**config.mk**
```make
export PLATFORM = sky130hd
export DESIGN_NAME = acs_top
export DESIGN_NICKNAME = d
export VERILOG_FILES = /design/src/pkg/acs_pkg.sv /design/src/rtl/acs_reference_decode.sv /design/src/rtl/acs_sequencer.sv /design/src/rtl/acs_top.sv
export SDC_FILE = /design/constraint.sdc
export NUM_CORES = 1
export LEC_CHECK = 0
export BUFFER_PORTS_ARGS = -buffer_cell sky130_fd_sc_hd__buf_4
export CORE_MARGIN = 10
export CORE_UTILIZATION = 50
export DETAILED_ROUTE_END_ITERATION = 16
export PLACE_DENSITY = 0.86
export SLEW_MARGIN = 10
export SYNTH_ARGS = -nofsm -noshare
export SYNTH_HDL_FRONTEND = slang
export SYNTH_SLANG_ARGS = --single-unit
export TNS_END_PERCENT = 20
```
**constraint.sdc**
```tcl
create_clock -name hclk -period 2.7 [get_ports hclk]
set_input_delay 0.54 -clock hclk [delete_from_list [all_inputs] [get_ports hclk]]
set_output_delay 0.54 -clock hclk [all_outputs]
set_load 0.1 [all_outputs]
```
**src/pkg/acs_pkg.sv**
```systemverilog
// package of constants and types for the conversion sequencer
//------------------------------------------------------------------
// Summary of operation
//------------------------------------------------------------------
// Summary of operation
// - any reference register write starts a conversion
// - write during conversion aborts and restarts it
// - conversion and busy begin next cycle
// - two nibbles pick lower and upper reference
// - phases run load, sample, then convert
// - load and sample phases connect array to selected channel
// - result written last cycle, busy cleared before
// - done flag set cycles before result
// - busy clears one cycle before result becomes readable
// - continuous mode restarts right after last cycle
// - conversion lasts 13 or 15 cycles
// - single stops once, continuous repeats until cleared
// - three-bit field selects one of eight inputs
// - busy bit four is read-only
package acs_pkg;

   //---------------------------------------------------------------
   // register byte addresses
   //---------------------------------------------------------------
   localparam logic [7:0] ACS_CTRL_IDX   = 8'hd8;
   localparam logic [7:0] ACS_RESULT_IDX = 8'hd9;
   localparam logic [7:0] ACS_REFPRG_IDX = 8'hda;
   localparam logic [11:0] ACS_CTRL_ADDR   = 12'h360;
   localparam logic [11:0] ACS_RESULT_ADDR = 12'h364;
   localparam logic [11:0] ACS_REFPRG_ADDR = 12'h368;
   localparam logic [11:0] ACS_IRQ_ADDR    = 12'h370;
   localparam logic [11:0] ACS_MASK_ADDR   = 12'h374;

   //---------------------------------------------------------------
   // field positions and reset values
   //---------------------------------------------------------------
   localparam int ACS_BUSY_BIT = 4;
   localparam int ACS_CONT_BIT = 3;
   localparam int ACS_DONE_BIT = 0;
   localparam logic [7:0] ACS_CTRL_RST   = 8'h00;
   localparam logic [7:0] ACS_REFPRG_RST = 8'h00;
   localparam logic [7:0] ACS_RESULT_RST = 8'h00;
   localparam logic [7:0] ACS_MASK_RST   = 8'h00;

   //---------------------------------------------------------------
   // timing counts in machine cycles
   //---------------------------------------------------------------
   localparam logic [3:0] ACS_CYC_NEW  = 4'hd;
   localparam logic [3:0] ACS_CYC_OLD  = 4'hf;
   localparam logic [3:0] ACS_LOAD_END = 4'h2;
   localparam logic [3:0] ACS_SAMP_END = 4'h4;
   localparam logic [3:0] ACS_IRQ_LEAD = 4'h3;
   localparam logic [3:0] ACS_BSY_LEAD = 4'h1;

   typedef enum logic [1:0] {ACS_IDLE, ACS_LOAD, ACS_SAMPLE, ACS_CONVERT} acs_phase_t;

   typedef struct packed {
      logic [7:0] lower_code;
      logic [7:0] upper_code;
   } acs_refs_t;

   typedef struct packed {
      logic       start;
      logic       abort;
      logic [2:0] channel;
   } acs_cmd_t;

endpackage : acs_pkg

```
**src/rtl/acs_reference_decode.sv**
```systemverilog
// maps the reference program register onto two ladder tap selects
`timescale 1ns/1ps
module acs_reference_decode
(
   // program value
   input  wire logic [7:0]       reference_program_reg,
   // ladder taps
   output acs_pkg::acs_refs_t    refs
);
   import acs_pkg::*;

   // code 0 on the upper nibble means the full external span (tap 16)
   always_comb
   begin
      refs.lower_code = {4'h0, reference_program_reg[3:0]};
      refs.upper_code = (reference_program_reg[7:4] == 4'h0) ? 8'h10
                        : {4'h0, reference_program_reg[7:4]};
   end
endmodule : acs_reference_decode

```
**src/rtl/acs_sequencer.sv**
```systemverilog
// phase sequencer: counts machine cycles of one conversion
`timescale 1ns/1ps
module acs_sequencer
(
   // clock and reset
   input  wire logic             hclk,
   input  wire logic             hresetn,
   input  wire logic             ce,
   // control
   input  wire acs_pkg::acs_cmd_t cmd,
   input  wire logic             continuous,
   input  wire logic             older_variant,
   // status
   output acs_pkg::acs_phase_t   phase,
   output logic                  busy,
   output logic                  irq_pulse,
   output logic                  result_pulse
);
   import acs_pkg::*;

   typedef struct packed {
      acs_phase_t phase;
      logic [3:0] cnt;
      logic       busy;
   } acs_seq_state_t;

   acs_seq_state_t st;
   acs_seq_state_t next_st;
   logic [3:0]     total;

   assign total = older_variant ? ACS_CYC_OLD : ACS_CYC_NEW;

   // restart on any start; cnt counts 1..total
   always_comb
   begin
      next_st      = st;
      irq_pulse    = 1'b0;
      result_pulse = 1'b0;
      if (cmd.start)
      begin
         next_st.phase = ACS_LOAD;
         next_st.cnt   = 4'h1;
         next_st.busy  = 1'b1;
      end
      else if (st.phase != ACS_IDLE)
      begin
         irq_pulse    = (st.cnt == total - ACS_IRQ_LEAD);
         result_pulse = (st.cnt == total);
         if (st.cnt == total - ACS_BSY_LEAD)
            next_st.busy = 1'b0;
         if (st.cnt == total)
         begin
            if (continuous)
            begin
               next_st.phase = ACS_LOAD;
               next_st.cnt   = 4'h1;
               next_st.busy  = 1'b1;
            end
            else
               next_st.phase = ACS_IDLE;
         end
         else
         begin
            next_st.cnt = st.cnt + 4'h1;
            if (st.cnt == ACS_LOAD_END)
               next_st.phase = ACS_SAMPLE;
            else if (st.cnt == ACS_SAMP_END)
               next_st.phase = ACS_CONVERT;
         end
      end
   end

   // state register
   always_ff @(posedge hclk or negedge hresetn)
   begin
      if (!hresetn)
         st <= '{ACS_IDLE, 4'h0, 1'b0};
      else if (ce)
         st <= next_st;
   end

   assign phase = st.phase;
   assign busy  = st.busy;
endmodule : acs_sequencer

```
**src/rtl/acs_top.sv**
```systemverilog
// converter control: ahb-lite registers, sequencer and interrupt
`timescale 1ns/1ps
module acs_top
(
   // ahb-lite slave
   input  wire logic        hclk,
   input  wire logic        hresetn,
   input  wire logic        ce,
   input  wire logic        hsel,
   input  wire logic [11:0] haddr,
   input  wire logic [1:0]  htrans,
   input  wire logic        hwrite,
   input  wire logic [2:0]  hsize,
   input  wire logic [31:0] hwdata,
   input  wire logic        hready,
   output logic [31:0]      hrdata,
   output logic             hreadyout,
   output logic             hresp,
   // analog side
   input  wire logic        older_variant,
   input  wire logic [7:0]  comparator_result,
   output logic [7:0]       channel_onehot,
   output logic             sample_connect,
   output acs_pkg::acs_refs_t refs,
   // interrupt
   output logic             irq
);
   import acs_pkg::*;

   typedef struct packed {
      logic        wr_pend;
      logic        rd_pend;
      logic [11:0] addr;
      logic [7:0]  ctrl;
      logic [7:0]  refprg;
      logic [7:0]  result;
      logic        done;
      logic        mask;
      logic [31:0] rdata;
   } acs_top_state_t;

   acs_top_state_t st;
   acs_top_state_t next_st;
   acs_cmd_t       cmd;
   acs_phase_t     phase;
   logic           busy;
   logic           irq_pulse;
   logic           result_pulse;
   logic           ref_wr;

   assign ref_wr = st.wr_pend && st.addr == ACS_REFPRG_ADDR;
   assign cmd.start   = ref_wr;
   assign cmd.abort   = ref_wr && phase != ACS_IDLE;
   assign cmd.channel = st.ctrl[2:0];

   // registers and bus
   always_comb
   begin
      next_st = st;
      next_st.wr_pend = 1'b0;
      next_st.rd_pend = 1'b0;
      if (hsel && hready && htrans[1])
      begin
         next_st.wr_pend = hwrite;
         next_st.rd_pend = !hwrite;
         next_st.addr    = {haddr[11:2], 2'b00};
      end
      if (st.wr_pend)
      begin
         if (st.addr == ACS_CTRL_ADDR)
            next_st.ctrl = hwdata[7:0] & ~(8'h01 << ACS_BUSY_BIT);
         else if (st.addr == ACS_RESULT_ADDR)
            next_st.result = hwdata[7:0];
         else if (st.addr == ACS_REFPRG_ADDR)
            next_st.refprg = hwdata[7:0];
         else if (st.addr == ACS_MASK_ADDR)
            next_st.mask = hwdata[ACS_DONE_BIT];
      end
      if (st.rd_pend && st.addr == ACS_IRQ_ADDR)
         next_st.done = 1'b0;
      if (irq_pulse && !ref_wr)
         next_st.done = 1'b1;
      if (result_pulse && !ref_wr)
         next_st.result = comparator_result;
      next_st.rdata = 32'h0000_0000;
      if (hsel && hready && htrans[1] && !hwrite)
      begin
         if ({haddr[11:2], 2'b00} == ACS_CTRL_ADDR)
            next_st.rdata = {24'h0, next_st.ctrl[7:5], next_st.ctrl[4] | busy,
                             next_st.ctrl[3:0]};
         else if ({haddr[11:2], 2'b00} == ACS_RESULT_ADDR)
            next_st.rdata = {24'h0, next_st.result};
         else if ({haddr[11:2], 2'b00} == ACS_REFPRG_ADDR)
            next_st.rdata = {24'h0, next_st.refprg};
         else if ({haddr[11:2], 2'b00} == ACS_IRQ_ADDR)
            next_st.rdata = {31'h0, next_st.done};
         else if ({haddr[11:2], 2'b00} == ACS_MASK_ADDR)
            next_st.rdata = {31'h0, next_st.mask};
      end
   end

   always_ff @(posedge hclk or negedge hresetn)
   begin
      if (!hresetn)
         st <= '{1'b0, 1'b0, 12'h000, ACS_CTRL_RST, ACS_REFPRG_RST, ACS_RESULT_RST,
                 1'b0, 1'b0, 32'h0000_0000};
      else if (ce)
         st <= next_st;
   end

   assign hrdata    = st.rdata;
   assign hreadyout = ce;
   assign hresp     = 1'b0;
   assign irq       = st.done & st.mask;
   assign sample_connect = phase == ACS_LOAD || phase == ACS_SAMPLE;
   assign channel_onehot = sample_connect ? (8'h01 << st.ctrl[2:0]) : 8'h00;

   acs_sequencer u_seq
   (
      .hclk         (hclk),
      .hresetn      (hresetn),
      .ce           (ce),
      .cmd          (cmd),
      .continuous   (st.ctrl[ACS_CONT_BIT]),
      .older_variant(older_variant),
      .phase        (phase),
      .busy         (busy),
      .irq_pulse    (irq_pulse),
      .result_pulse (result_pulse)
   );

   acs_reference_decode u_ref
   (
      .reference_program_reg (st.refprg),
      .refs                  (refs)
   );
endmodule : acs_top

```
==> impl_metrics.tcl <==
set metrics [dict create \
    area_delta_synth_final_pct 13.0 \
    drc 0 \
    gp_congestion 0.828 \
    final.period_utilization 0.862 \
    synth.most_common_cell "dfrtp_1" \
    yosysSeqAreaShare 0.399 \
    path_class "register to register" \
    hold_viol 0 \
    skew_ps 9.25 \
    drive_gt1_frac 0.343 \
    synth_top_family_by_area "multiplexers" \
    arrival_ps 2550 \
    layout_setup_ws_ps 373 \
    gr-max-usage-layer "met2" \
    grt_overflow_total 0 \
    hold_path_class "primary input to asynchronous set/reset pin" \
    io_pins 124 \
    cts.sinks 53 \
    cp-end-kind "register" \
    synth_compound_area_frac 0.113 \
    netlist_instances 321 \
    cts_buffer_depth 2 \
    clkLatencyLatePin_ps 320 \
    yosys-mux-area-fraction 0.190 \
    critical-path-top-delay-family "compound AO/OA/AOI/OAI gates" \
    grt_use_total 0.154 \
    r2r_start "st[71]" \
    ys_async_sr_fraction 1.00 \
    p_per_area_nw_per_um2 708 \
    dieWidth_um 101 \
    cts_setup_buffers 0 \
    ant_nets 0 \
    tns_ps 0 \
    use_met1 0.195 \
    grt_max_degree 54 \
    yosys.area.top_type "dfrtp_1" \
    max_stage_delay_ps 440 \
    reg2reg_slack_ps 370 \
    diodes 0 \
    core_um2 6390 \
    holdWs_ps 247 \
    start_util 0.520 \
    place_ws_ps 296 \
    wl_per_cell_um 17.7 \
    cts-root-buf "clkbuf_8" \
    placementRows 29 \
    ys_ff_latch 53 \
    cts_tree "yes" \
    clkTransAtPathRegs_ps 100 \
    crit_required_ps 2920 \
    cpMaxStageDelayCell "nor2b_1" \
    yosys.area_share.simple 0.135 \
    vias 2518 \
    dp_hpwl_mm 6.07 \
    tightest_slew_ps 670 \
    ctsHoldBuffers 0 \
    first_iter_violations 159 \
    use_met2 0.245 \
    p_comb_frac 0.424 \
    status "completed" \
    drt-total-wl_mm 7.90 \
    switching_power_uw 1190 \
    drv_slew 0 \
    nNetsFinal 437 \
    synthAdderAreaFrac 0.0151 \
    cp-start-kind "register" \
    dp.cells 439 \
    synth_edf_count 0 \
    max_freq_ghz 0.430 \
    chipHeight_um 101 \
    crit_fanout 5 \
    seq_power_share 0.401 \
    rr_worst_depth 6 \
    ir_drop_mv 0.699 \
    netlist_area_um2 3320 \
    leakage_uw 0.00188 \
    setup_violations 0 \
    cts-buffers-inserted 5 \
    grt_first_pass_wirelength_mm 12.9 \
    vias_per_cell 5.63 \
    relSlewSlack 0.553 \
    post_cts_resized 0 \
    ys_warn_count 0 \
    synthTopCellsByArea "dfrtp_1, mux2_2, buf_4" \
    die_area_um2 10300 \
    cts-htree-levels 2 \
    synth_top_area_frac 0.399 \
    synthDistinctLibCells 53 \
    avgSynthCellArea_um2 10.3 \
    p_clk_frac 0.175 \
    crit_buf_inv 0 \
    rsz0062_at_grt "no" \
    drt-pass1-iter-count 4 \
    fin_crit_ps 2330 \
    r2r-end "hrdata[0]" \
    instances_no_fill 447 \
    multi_input_area_um2 1670 \
    synth_xor_area_frac 0.00791 \
    swShare 0.449 \
    seq_area_um2 1330 \
    synthFlopType "dfrtp_1" \
    crit_chain "nor2b_1 > a41oi_1 > a221oi_1 > o21ai_0 > a221o_1 > a22o_1" \
    power_uw 2660 \
    p_int_uw 1460 \
    cap_viol_max_count 0 \
    antenna_found_initial 0 \
    grt_pass1_vias 2625 \
    synth_common_cells "dfrtp_1, buf_4, mux2_2, mux2i_1, nand2_1" \
    fillers 548 \
    grt_util_met3 0.0388 \
    port_buffers 61 \
]
[stage by stage]
| step | utilization | instance area [µm²] |
|---|---|---|
| final | 0.588 | 3750 |
| after global routing | 0.588 | 3750 |
| after CTS | 0.588 | 3750 |
| after detailed placement | 0.574 | 3670 |
| after global placement | 0.574 | 3670 |
| after floorplan | - | 3450 |
[power groups by stage]
stage | Sequential, µW | Combinational [µW] | Clock, µW
CTS | 1060 | 1130 | 471
floorplan | 1030 | 971 | 0
global route | 1090 | 1220 | 504
detailed placement | 1080 | 1130 | 0
finish | 1060 | 1130 | 465
global placement | 1060 | 1090 | 0
[worst register-to-register path, stage by stage, from the launching register on]
cell and delay [ps]:
dfrtp_1 420, nor2b_1 440, a41oi_1 330, a221oi_1 380, o21ai_0 140, a221o_1 330
a22o_1 200
[placed cells by master, fill, tap and decap left out, types with 2 or more instances in the layout]
| cell | netlist | final |
|---|---|---|
| nand3b_1 | 2 | 2 |
| a22o_1 | 7 | 7 |
| dfrtp_1 | 53 | 53 |
| or3b_2 | 2 | 2 |
| nor2_1 | 15 | 15 |
| nor3_2 | 0 | 2 |
| a21oi_1 | 14 | 14 |
| a41oi_1 | 2 | 2 |
| ha_1 | 4 | 4 |
| clkbuf_8 | 0 | 5 |
| o31ai_1 | 2 | 2 |
| o221ai_1 | 6 | 6 |
| nor2b_1 | 2 | 2 |
| mux2_2 | 36 | 36 |
| inv_1 | 12 | 12 |
| nand3_1 | 4 | 4 |
| or2_2 | 2 | 2 |
| xor2_1 | 3 | 3 |
| nand4_1 | 4 | 4 |
| o21ai_0 | 12 | 12 |
| buf_4 | 46 | 70 |
| a221oi_1 | 2 | 2 |
| nand2b_1 | 6 | 6 |
| and2_1 | 3 | 3 |
| nand4_2 | 2 | 2 |
| nand2_1 | 17 | 17 |
| nor3_1 | 4 | 2 |
| o2bb2ai_1 | 2 | 2 |
| and4_1 | 2 | 2 |
| conb_1 | 1 | 32 |
| mux2i_1 | 20 | 20 |
[cells by family (layout without fill, tap and decap cells)]
family          Yosys count  after routing
xor+xnor                  3              3
compound gates           55             55
buf+inv                  73             91
other cells               1             32
simple gates             74             74
fa+ha+maj                 4              4
mux                      58             58
flops                    53             53
[sequential cells by signal, summed over array words and instances, names as in the netlist]
signal and count:
u_seq.busy 1, hrdata 8, u_seq.phase 2, u_seq.st 4, cmd 3, st 35
[how the worst max path moves through the flow]
stage                              endpoint  slack, ps  cells past startpoint           start
after floorplan           channel_onehot[3]       -620                      4  u_seq.phase[1]
after global placement            hrdata[0]        300                      7   older_variant
after detailed placement          hrdata[0]        300                      7   older_variant
after CTS                         hrdata[0]        350                      6          st[71]
after global routing              hrdata[0]        170                      6          st[71]
final                             hrdata[0]        370                      6          st[71]
[routing by layer]
metal / vias up / routed length [µm]
met5: - / 0
met4: 0 / 149
met3: 14 / 772
met2: 104 / 3750
met1: 1230 / 3230
li1: 1170 / -
[layout make-up]
type / instances / share of cell area
clock buffer: 6 / 0.0193
clock inverter: 2 / 0.00367
inverter: 13 / 0.0130
multi-input combinational: 226 / 0.445
sequential: 53 / 0.353
tap: 77 / 0.0257
timing repair buffer: 70 / 0.140
(Power assumes the default switching activity.)
